`src/fpcl_pkg.sv`:
```
/*
  Shared constants and types for the front-panel console controller.
  Assumes one system clock and a synchronous, active-low reset in the user.
*/
package fpcl_pkg;

  // ****************************************
  // widths and counts
  // ****************************************
  localparam int BUS_W = 16;
  localparam int CODE_W = 9;
  localparam int N_OPS = 8;
  localparam int OP_W = 3;

  // ****************************************
  // cycle-type status codes
  // ****************************************
  localparam logic [2:0] ST_CODE_RD = 3'h6;
  localparam logic [2:0] ST_CON_DATA = 3'h7;

  // ****************************************
  // operation switch indices
  // ****************************************
  localparam logic [OP_W-1:0] OP_LOAD = 3'h0;
  localparam logic [OP_W-1:0] OP_TEST = 3'h1;
  localparam logic [OP_W-1:0] OP_CONT = 3'h2;
  localparam logic [OP_W-1:0] OP_HALT = 3'h3;
  localparam logic [OP_W-1:0] OP_STEP = 3'h4;
  localparam logic [OP_W-1:0] OP_EXAM = 3'h5;
  localparam logic [OP_W-1:0] OP_DEP = 3'h6;
  localparam logic [OP_W-1:0] OP_RESET = 3'h7;

  // ****************************************
  // console codes (load keeps bus bits 5 and 6 high)
  // ****************************************
  localparam logic [CODE_W-1:0] CODE_LOAD = 9'h060;
  localparam logic [CODE_W-1:0] CODE_TEST = 9'h001;
  localparam logic [CODE_W-1:0] CODE_CONT = 9'h002;
  localparam logic [CODE_W-1:0] CODE_HALT = 9'h004;
  localparam logic [CODE_W-1:0] CODE_EXAM = 9'h008;
  localparam logic [CODE_W-1:0] CODE_DEP = 9'h010;
  localparam logic [CODE_W-1:0] CODE_RESET = 9'h100;
  localparam logic [BUS_W-CODE_W-1:0] CODE_PAD = 7'h00;

  // ****************************************
  // types
  // ****************************************
  typedef struct packed {
    logic addr_stb;
    logic data_stb;
    logic rd;
    logic [2:0] status;
  } fpcl_cyc_t;

  typedef enum logic [2:0] {
    SS_IDLE = 3'h1,
    SS_CONT = 3'h2,
    SS_FETCH = 3'h4
  } fpcl_step_t;

  function automatic logic [CODE_W-1:0] fpcl_code(input logic [OP_W-1:0] op);
    case (op)
      OP_TEST: fpcl_code = CODE_TEST;
      OP_CONT: fpcl_code = CODE_CONT;
      OP_HALT: fpcl_code = CODE_HALT;
      OP_EXAM: fpcl_code = CODE_EXAM;
      OP_DEP: fpcl_code = CODE_DEP;
      OP_RESET: fpcl_code = CODE_RESET;
      default: fpcl_code = CODE_LOAD;
    endcase
  endfunction

endpackage
```
`src/fpcl_console.sv`:
```
/*
  Front-panel console controller: switches and lamps on one side, the
  processor bus (strobes, cycle status, shared info bus) of two processors on
  the other. Assumes all processor and switch pins are asynchronous to i_mclk
  and that strobes last several i_mclk periods.
*/
// Notes on behaviour
// - low request pulse starts automatic program load
// - bus bits 5 and 6 read high during automatic program load
// - sr-latch debounce, then encode to console code
// - address latch captures on every address strobe
// - data latch captures except on code reads
// - data switches driven only on console reads
// - press raises request; code read releases it
// - single-step: continue then halt, extra state
// - select switch picks one of two processors
// - momentary switches latched; level switches sampled
// - every processor console operation is issuable
// - status 110 code read, 111 data transfer
// - operations encoded as 9-bit console code
// - step: continue, after fetch new request halt
`timescale 1ns/100ps
module fpcl_console
  import fpcl_pkg::*;
(
  input wire logic i_mclk,
  input wire logic i_rst_n,
  input wire logic i_addr_strobe_n,
  input wire logic i_data_strobe_n,
  input wire logic i_wr_n,
  input wire logic [2:0] i_status0,
  input wire logic [2:0] i_status1,
  input wire logic [BUS_W-1:0] i_bus,
  output logic [BUS_W-1:0] o_bus,
  output logic o_bus_oe,
  output logic [1:0] o_con_req_n,
  input wire logic [N_OPS-1:0] i_op_sw_no_n,
  input wire logic [N_OPS-1:0] i_op_sw_nc_n,
  input wire logic [BUS_W-1:0] i_data_sw,
  input wire logic i_cpu_sel,
  output logic [BUS_W-1:0] o_addr_lamp,
  output logic [BUS_W-1:0] o_data_lamp
);

  // ****************************************
  // pin synchronisers
  // ****************************************
  localparam int PIN_W = 10 + 2 * N_OPS + 2 * BUS_W;
  logic [PIN_W-1:0] pin_raw, pin_s1, pin_s2;
  logic [BUS_W-1:0] bus_s, bus_q, data_sw_s;
  logic [N_OPS-1:0] no_s, nc_s;
  logic [2:0] st0_s, st1_s;
  logic addr_n_s, data_n_s, wr_n_s, sel_s;

  assign pin_raw = {i_addr_strobe_n, i_data_strobe_n, i_wr_n, i_status0, i_status1,
                    i_cpu_sel, i_op_sw_no_n, i_op_sw_nc_n, i_data_sw, i_bus};
  assign {addr_n_s, data_n_s, wr_n_s, st0_s, st1_s, sel_s, no_s, nc_s,
          data_sw_s, bus_s} = pin_s2;

  always_ff @(posedge i_mclk) begin
    pin_s1 <= pin_raw;
    pin_s2 <= pin_s1;
    bus_q <= bus_s;
  end

  // ****************************************
  // cycle decode
  // ****************************************
  fpcl_cyc_t cyc, cyc_q;
  logic a_end, d_end, code_rd, data_rd;

  always_comb begin
    cyc.addr_stb = ~addr_n_s;
    cyc.data_stb = ~data_n_s;
    cyc.rd = wr_n_s;
    cyc.status = sel_s ? st1_s : st0_s;
  end

  // capture at strobe release so the bus sample has settled
  assign a_end = cyc_q.addr_stb & ~cyc.addr_stb;
  assign d_end = cyc_q.data_stb & ~cyc.data_stb;
  assign code_rd = cyc.data_stb & (cyc.status == ST_CODE_RD);
  assign data_rd = cyc.data_stb & cyc.rd & (cyc.status == ST_CON_DATA);

  // ****************************************
  // state
  // ****************************************
  logic [N_OPS-1:0] deb, deb_q, next_deb, press;
  logic [OP_W-1:0] op, next_op, press_op;
  logic req, next_req, any_press;
  fpcl_step_t step, next_step;
  logic [BUS_W-1:0] next_bus, next_addr_lamp, next_data_lamp;
  logic next_bus_oe;
  logic [1:0] next_con_req_n;

  // lowest-numbered switch wins when two are pressed together
  always_comb begin
    press_op = OP_LOAD;
    for (int i = N_OPS - 1; i >= 0; i--) begin
      if (press[i]) begin
        press_op = OP_W'(i);
      end
    end
  end

  assign press = deb & ~deb_q;
  assign any_press = |press;

  always_comb begin
    next_deb = ~no_s | (deb & nc_s);
    next_op = op;
    next_req = req;
    next_step = step;
    if (d_end && cyc_q.status == ST_CODE_RD) begin
      next_req = 1'b0;
      if (step == SS_CONT) begin
        next_step = SS_FETCH;
      end
    end
    if (step == SS_FETCH && a_end && cyc_q.status != ST_CODE_RD) begin
      next_req = 1'b1;
      next_op = OP_HALT;
      next_step = SS_IDLE;
    end
    // a fresh press overrides a clear in the same cycle
    if (any_press) begin
      next_req = 1'b1;
      next_op = (press_op == OP_STEP) ? OP_CONT : press_op;
      next_step = (press_op == OP_STEP) ? SS_CONT : SS_IDLE;
    end
    case (step)
      SS_IDLE, SS_CONT, SS_FETCH: ;
      default: next_step = SS_IDLE;
    endcase
  end

  always_comb begin
    next_addr_lamp = a_end ? bus_q : o_addr_lamp;
    next_data_lamp = o_data_lamp;
    if (d_end && cyc_q.status != ST_CODE_RD) begin
      next_data_lamp = bus_q;
    end
    next_bus_oe = code_rd | data_rd;
    next_bus = o_bus;
    if (code_rd) begin
      next_bus = {CODE_PAD, fpcl_code(op)};
    end else if (data_rd) begin
      next_bus = data_sw_s;
    end
    next_con_req_n = 2'h3;
    next_con_req_n[sel_s] = ~req;
  end

  always_ff @(posedge i_mclk) begin
    if (!i_rst_n) begin
      deb <= '0;
      deb_q <= '0;
      op <= OP_LOAD;
      req <= 1'b0;
      step <= SS_IDLE;
      cyc_q <= '0;
      o_addr_lamp <= '0;
      o_data_lamp <= '0;
      o_bus <= '0;
      o_bus_oe <= 1'b0;
      o_con_req_n <= 2'h3;
    end else begin
      deb <= next_deb;
      deb_q <= deb;
      op <= next_op;
      req <= next_req;
      step <= next_step;
      cyc_q <= cyc;
      o_addr_lamp <= next_addr_lamp;
      o_data_lamp <= next_data_lamp;
      o_bus <= next_bus;
      o_bus_oe <= next_bus_oe;
      o_con_req_n <= next_con_req_n;
    end
  end
endmodule

```
`config.mk`:
```
export PLATFORM = sky130hd
export DESIGN_NAME = fpcl_console
export DESIGN_NICKNAME = d
export VERILOG_FILES = /design/src/fpcl_pkg.sv /design/src/fpcl_console.sv
export SDC_FILE = /design/constraint.sdc
export NUM_CORES = 1
export LEC_CHECK = 0
export ABC_AREA = 1
export BUFFER_PORTS_ARGS = -buffer_cell sky130_fd_sc_hd__clkbuf_2
export CORE_MARGIN = 10
export CORE_UTILIZATION = 48
export DETAILED_ROUTE_END_ITERATION = 12
export PLACE_DENSITY = 0.83
export SLEW_MARGIN = 20
export SYNTH_ARGS = -nofsm -noshare
export SYNTH_HDL_FRONTEND = slang
export SYNTH_SLANG_ARGS = --single-unit
export TNS_END_PERCENT = 1
```
`constraint.sdc`:
```
create_clock -name i_mclk -period 1.3 [get_ports i_mclk]
set_input_delay 0.065 -clock i_mclk [delete_from_list [all_inputs] [get_ports i_mclk]]
set_output_delay 0.065 -clock i_mclk [all_outputs]
set_load 0.005 [all_outputs]
```
=== After elaboration in Yosys (flattened, before gate mapping) ===
Cells that the tools add are included.

* Memories kept: 0
* Bits of input ports: 60
* Register bits: 211
* Bits in read-only memories: 0
* Bits in writable memories: 0
* Logic and storage cells: 89
* Latch bits: 0
* Output and inout port bits: 51

* Equal/unequal tests: 14
* $lt $le $gt $ge: 2
* Reductions and logical operators: 14
* Multiplexer cells: 25
* Divide/modulo/power cells: 0
* Bitwise operators: 17
* Multipliers: 0
* Add/subtract/negate cells: 0
* Shifts and indexed selects: 0

{| class="wikitable"
|+ Operator list
! kind !! number
|-
| case mux 9 bit (6 select lines) || 1
|-
| 2-to-1 mux 3 bit || 16
|-
| equality test 3 bit (second input constant) || 8
|-
| 2-to-1 mux 9 bit || 2
|-
| bitwise AND 8 bit || 2
|-
| inverter 8 bit || 2
|-
| equality test 3 x 2 -> 1 bit (second input constant) || 3
|-
| bitwise OR 8 bit || 1
|-
| OR reduction 8 bit || 1
|-
| equality test 3 x 1 -> 1 bit (second input constant) || 2
|-
| nonzero test 3 bit || 2
|-
| bitwise AND 1 bit || 5
|-
| logical AND 1 bit || 5
|-
| 2-to-1 mux 1 bit || 4
|-
| inverter 1 bit || 4
|-
| AND reduction 2 bit || 2
|-
| nonzero test 2 bit || 2
|-
| inequality test 3 bit (second input constant) || 1
|-
| OR reduction 3 bit || 1
|-
| < comparator 1 x 2 -> 1 bit (second input constant) || 1
|-
| 2-to-1 mux 2 bit || 1
|-
| inverter 2 bit || 1
|-
| bitwise OR 2 bit || 1
|-
| OR reduction 2 bit || 1
|-
| 3 further kinds || 3
|}

=== Longest topological paths before layout ===
Gate-level depths: netlist (run 1).

* Depth after elaboration: 13
* Gate-level depth with buffers: 12
* Gate-level depth less buffers: 12

=== Worst setup path before layout (run 1) ===
No wires, ideal clock.

* Path kind: register to register
* Start: register pin_s2[48]
* End: register o_bus[0]
* Setup time: 0.119 ns
* Arrival: 1.158 ns
* Path buffers: 1
* Clock period less this slack: 1.278 ns
* Setup slack: 0.022 ns
* Cell stages (with the launch flop): 12
* Data required time: 1.181 ns
* Cells stage by stage: dfxtp_1 > inv_1 > nand2_1 > nand2_1 > inv_2 > nor2_4 > nand3_4 > inv_4 > buf_6 > o21ai_1 > o21ai_1 > a21oi_1

* Cells in the longest elaborated chain, start to end: 4
* Elaborated cells on any way between the ends: 7
* Classes of those cells: eq/ne (2); mux (2); bitwise (2); reduce/logical (1)

{| class="wikitable"
|+ Ends and longest elaborated chain
! element !! line !! source
|-
| start, declared || fpcl_console.sv:49 || <nowiki>logic [PIN_W-1:0] pin_raw, pin_s1, pin_s2;</nowiki>
|-
| start signal, assigned || fpcl_console.sv:62 || <nowiki>pin_s2 <= pin_s1;</nowiki>
|-
| 2-to-1 mux 3 bit * || fpcl_console.sv:76 || <nowiki>cyc.status = sel_s ? st1_s : st0_s;</nowiki>
|-
| equality test 3 bit, on equally long branches || fpcl_console.sv:82, fpcl_console.sv:83 ||
|-
| bitwise AND 1 bit, on equally long branches || fpcl_console.sv:82, fpcl_console.sv:83 ||
|-
| 2-to-1 mux 9 bit or nonzero test 2 bit (tied branches) || - ||
|-
| end signal, assigned || fpcl_console.sv:176 || <nowiki>o_bus <= next_bus;</nowiki>
|-
| end, declared || fpcl_console.sv:34 || <nowiki>output logic [BUS_W-1:0] o_bus,</nowiki>
|}

Mark *: on every way between the ends. The rest lies on a longest branch, timed or not.
A chain may end at the register's enable or synchronous reset.

=== Worst setup path after layout (run 1) ===
Ends and elaborated chain as after synthesis.

==> flow_summary.toml, run 1 <==
[run_status]
outcome = "finished with violations"
violations = "negative setup slack"

[sta]
worst_pin_slew_ps = 441
hold_viol = 0
finalWorstSetupSlack_ps = -77.3
fin_crit_sh_pct = 106
holdWs_ps = 232
period_needed_ps = 1380
timing.slew.headroom_pct = 70.6
setup_viol = 18
fmax_mhz = 726
slew_viol_final = 0
skew_ps = 11.5
rsz0062_at_grt = "yes"

[grt]
grt_pass1_vias = 4098
overflow = 0
grt_first_pass_wirelength_mm = 18.8
grt_max_degree = 26
grt.total_usage_pct = 13.8
antenna_found_initial = 0

[synthesis]
synth_seq_area_share_pct = 75.6
ys_seq_elements = 211
yosysUniqueCellTypes = 26
avgSynthCellArea_um2 = 10.8
synthCells = 520
ys_warn_count = 0
synth_top_area_cell = "dfxtp_1"
syn_area_mm2 = 0.00559
yosys.area.top_type_share_pct = 75.6
yosys-top-cells-area = "dfxtp_1, nor2_1, nand2_1"
syn_nets = 580

[finish]
fillers = 800
fin_util_pct = 68.0
drive_gt1_share_pct = 25.3
antenna_cells = 0
nets = 777
areaGrowthSynthToFinish_pct = 38.9

[min_path]
holdCritPathClass = "primary input to flop"
min_from = "i_wr_n"
whs_path_depth = 2

[die]
die-width_um = 128
coreArea_mm2 = 0.0114
die_h_um = 128
dieArea_mm2 = 0.0164
row_count = 39
start_util_pct = 49.0
boundaryPins = 111

[critical_path]
cp.required_ps = 1660
r2r_start = "pin_s2[48]$_DFF_P_"
crit_type = "flop to flop"
worstPathMaxFanout = 10
arrival_ps = 1740
crit_path_start_kind = "flop"
end_kind = "flop"
crit_path_start = "pin_s2[48]$_DFF_P_"
r2r.worst_path.cells = 8

[clock_tree]
cts_buffers = 20
cts_tree = "built"
clockBufferDepth = 3
cts.sinks = 211
cts_setup_buffers = 0
clk_pin_slew_ps = 60
clock_latency_ps = 470
htreeDepth = 1
cts_root_buf = "clkbuf_16"

[detailed_routing]
viasPerCell = 4.56
dr.pass1.iters = 4
drt_wl_total_mm = 11.8
num_vias = 3979
antenna_left = 0
wl_per_cell_um = 13.5
drtIter0Drc = 170
drc_errors = 0

[placed_design]
portBuffers = 110
dp_slack_ps = -181
gp_congestion = 0.800
post-dp-hpwl_mm = 7.86

[power_and_ir_drop]
p_leak_uw = 0.00357
ir_worst_vdd_uv = 1440
pwr_density_cell_mw_per_mm2 = 1750

[job]
maxCapViolCount = 0
==> worst max-delay path, cell delays in order, from the launching register on <==
cell	delay (ps)
dfxtp_2	370
nand2_1	70
o21ai_1	140
inv_2	110
nand3_4	160
nand2_4	80
buf_12	140
o21ai_0	140
a21oi_1	60
==> metrics by stage <==
step           cells  total power (uW)  instance area (um^2)  TNS [ps]
2_1_floorplan    520              7380                  5590         0
3_3_place_gp     779              7670                  6420      -122
3_5_place_dp     779              7710                  6420     -1930
4_1_cts          873             13700                  7720      -521
5_1_grt          873             14100                  7770     -3310
6_report         873             13600                  7770      -852
==> sequential cells by signal (all words and copies together) (netlist names) <==
| signal | cells |
|---|---|
| o_bus_oe | 1 |
| o_data_lamp | 16 |
| op | 3 |
| o_con_req_n | 2 |
| o_addr_lamp | 16 |
| deb | 8 |
| pin_s1 | 58 |
| req | 1 |
| step | 3 |
| bus_q | 16 |
| o_bus | 16 |
| deb_q | 8 |
| cyc_q | 5 |
| pin_s2 | 58 |
==> power by group <==
part | internal [uW] | leakage, uW | total, uW | switching, uW
registers | 6820 | 0.00176 | 6960 | 144
logic | 401 | 0.00147 | 781 | 380
clock network | 3620 | 0.000338 | 5840 | 2210
==> layout make-up <==
cell class              instances  area [um^2]  area share [%]
flip-flops and latches        211         4230            54.4
repair buffers                189         1320            16.9
multi-input cells             259         1210            15.6
clock buffers                  29          606            7.80
well taps                     143          179            2.30
inverters                      36          148            1.90
clock inverters                 6         82.6            1.06
==> cell usage after synthesis <==
library cell	n
inv_1	30
o22ai_1	1
nand3_1	12
a21o_1	1
o21ai_0	41
dfxtp_1	211
clkbuf_1	9
inv_4	1
nand2_1	56
a211oi_1	1
clkbuf_2	1
buf_2	2
nor2_2	1
buf_6	2
nor2_4	2
clkinv_1	2
nand3b_1	1
o21ai_1	21
nor2_1	94
a21oi_2	1
nand4_2	1
a21oi_1	21
nor3_1	2
inv_2	3
nand2_2	2
nand3_4	1
==> final timing paths <==
| kind | slack (ps) | to |
|---|---|---|
| max | -80 | o_bus[0]$_SDFFE_PN0P_ |
| min | 230 | pin_s1[55]$_DFF_P_ |
| max reg2reg | -80 | o_bus[0]$_SDFFE_PN0P_ |
| min reg2reg | 320 | pin_s2[1]$_DFF_P_ |
==> kinds of logic after synthesis <==
| group | share of synthesized area, % |
|---|---|
| flops | 75.6 |
| simple gates | 12.7 |
| compound gates | 7.97 |
| buf+inv | 3.74 |
==> per-layer routing <==
layer	GRT usage, %	vias up	wire, um
met5	0	-	0
met4	5.10	0	216
met3	4.96	17	980
met2	26.2	118	6190
met1	13.2	1809	4390
li1	-	2035	-
==> repair_timing <==
item,in CTS,in global routing
endpoints found under the hold margin,59,0
pin swaps,2,2
setup endpoints to repair,22,35
hold buffers,59,0
gates resized for setup,14,11
==> cells in the final DEF (no fill, tap or decap), types with 11 or more instances in the layout <==
cell type / synthesis / routed
clkbuf_16: 0 / 21
inv_1: 30 / 28
dlygate4sd3_1: 0 / 59
o21ai_1: 21 / 26
nand3_1: 12 / 11
buf_4: 0 / 18
dfxtp_1: 211 / 210
nand2_1: 56 / 56
a21oi_1: 21 / 20
clkbuf_2: 1 / 110
o21ai_0: 41 / 34
nor2_1: 94 / 92
Note: power is estimated with default switching activity, not from simulation.
==> run 2, diff against run 1 <==
Settings changed: CORE_ASPECT_RATIO set to 1.4.
==> run 2 against run 1 <==
Effect of this change:
- the run still ends with negative setup slack left
- register-to-register slack got worse by 110 ps
- sequential share of layout area decreased by 0.25 points
- utilization increased by 0.49 points
- routed wire length increased by 6.1%
- combinational power increased by 4.5%
- sequential power about the same
- die area increased by 0.37%
- hold slack got worse by 190 ps
- clock skew increased by 1.2 ps
- design area increased by 0.52%
- count of clock-buffer cells in the layout unchanged
- total power decreased by 2.1%
- critical path type unchanged
- critical endpoint is now o_bus[3]$_SDFFE_PN0P_
- highest routed layer unchanged
==> flow_summary.toml, run 2 (synthesis gave the netlist of run 1 again) <==
[run_status]
outcome = "finished with violations"
violations = "negative setup slack"

[finish]
stdcell_count = 879
areaGrowthSynthToFinish_pct = 39.6
drive_gt1_share_pct = 27.7
fin_util_pct = 68.5
mostFrequentLayoutCell = "dfxtp_1"
reg_top3 = "pin_s1 (58), pin_s2 (58)"
nets = 782
layout_common_cells = "dfxtp_1, clkbuf_2, nor2_1, dlygate4sd3_1, nand2_1"

[sta]
holdWs_ps = 46.0
skew_ps = 12.7
fmax_mhz = 671
setup_viol = 16
period_needed_ps = 1490
fin_crit_sh_pct = 115
worst_pin_slew_ps = 397
timing.slew.headroom_pct = 73.3
finalWorstSetupSlack_ps = -190
rsz0062_at_grt = "yes"
slew_viol_final = 0
hold_viol = 0
setup_tns_ps = -1830

[detailed_routing]
viasPerCell = 4.70
antenna_left = 0
dr.pass1.iters = 4
drc_errors = 0
drtIter0Drc = 300
wl_per_cell_um = 14.2
num_vias = 4129
drt_wl_total_mm = 12.5

[power_and_ir_drop]
combPwrFrac_pct = 6.1
swShare_pct = 20.2
seqPwrFrac_pct = 52.4
p_leak_uw = 0.00359
pwr-share-clk_pct = 41.5
power_switching_uw = 2690
pwr_density_cell_mw_per_mm2 = 1700
power.internal_uw = 10600
ir_worst_vdd_uv = 1310

[grt]
antenna_found_initial = 1
grt_first_pass_wirelength_mm = 20.0
grt_pass1_vias = 4327
grt_max_degree = 55
grt.total_usage_pct = 14.3
overflow = 0

[critical_path]
cp.required_ps = 1690
crit_type = "flop to flop"
crit_path_start_kind = "flop"
end_kind = "flop"
arrival_ps = 1880
worstPathMaxFanout = 6
r2r.worst_path.cells = 10

[die]
start_util_pct = 49.1
row_count = 46
coreArea_mm2 = 0.0114
boundaryPins = 111
dieArea_mm2 = 0.0164
die_h_um = 148
die-width_um = 111

[clock_tree]
cts_tree = "built"
clock_latency_ps = 470
clockBufferDepth = 3
cts.sinks = 211
cts_buffers = 19
cts_root_buf = "clkbuf_16"
clk_pin_slew_ps = 60
htreeDepth = 1

[placed_design]
dp_slack_ps = -182
gp_congestion = 0.827
portBuffers = 110
post-dp-hpwl_mm = 7.74
dp.cells = 778

[min_path]
whs_path_depth = 3
holdCritPathClass = "primary input to flop"

[job]
maxCapViolCount = 0
==> run 2: power by group through the flow <==
stage               Combinational [uW]  Sequential (uW)  Clock [uW]
floorplan                          312             7070           0
global placement                   570             7090           0
detailed placement                 599             7100           0
CTS                                774             6960        5630
global route                       914             7000        5890
finish                             816             6970        5510
==> run 2: final cells by class <==
cell class | count | area, um^2
flip-flops and latches | 211 | 4230
fillers | 769 | 3590
repair buffers | 194 | 1360
multi-input cells | 259 | 1250
clock buffers | 29 | 563
well taps | 144 | 180
inverters | 36 | 145
clock inverters | 4 | 70.1
repair inverters | 1 | 6.26
diodes | 1 | 2.50
==> run 2: stage by stage <==
step | area (um^2) | power [uW]
finish | 7810 | 13300
global route | 7810 | 13800
CTS | 7700 | 13400
detailed placement | 6410 | 7700
global placement | 6410 | 7660
floorplan | 5590 | 7380
==> run 2: path summary, 6_finish.rpt <==
kind | from | to | slack (ps)
worst max-delay path | pin_s2[48]$_DFF_P_ | o_bus[3]$_SDFFE_PN0P_ | -190
worst min-delay path | i_rst_n | o_con_req_n[0]$_SDFF_PN1_ | 50
worst min register to register | pin_s1[48]$_DFF_P_ | pin_s2[48]$_DFF_P_ | 320
worst max register to register | pin_s2[48]$_DFF_P_ | o_bus[3]$_SDFFE_PN0P_ | -190
==> run 2: worst max-delay path: stages (launching register included) <==
cell,delay [ps]
dfxtp_4,370
inv_4,60
nand2_2,50
nand2_2,60
inv_2,50
nor2_4,130
nand3_4,170
nand2_4,150
buf_6,130
o21ai_1,70
a21oi_1,170
==> run 2: metal layers <==
| metal | part of all wire (%) | up-vias | global-route usage (%) | wire, um |
|---|---|---|---|---|
| li1 | - | 2060 | - | - |
| met1 | 37 | 1903 | 14.0 | 4600 |
| met2 | 55 | 124 | 28.0 | 6830 |
| met3 | 5.2 | 42 | 3.20 | 644 |
| met4 | 3.3 | 0 | 5.48 | 415 |
| met5 | 0 | - | 0 | 0 |
==> run 2: what timing repair did <==
action / 4_1_cts / 5_1_grt
endpoints found under the setup margin: 22 / 30
hold endpoints to repair: 58 / 0
pin swaps: 3 / 7
resized for setup: 27 / 22
gates cloned: 0 / 1
setup buffers: 5 / 3
hold buffers: 58 / 0
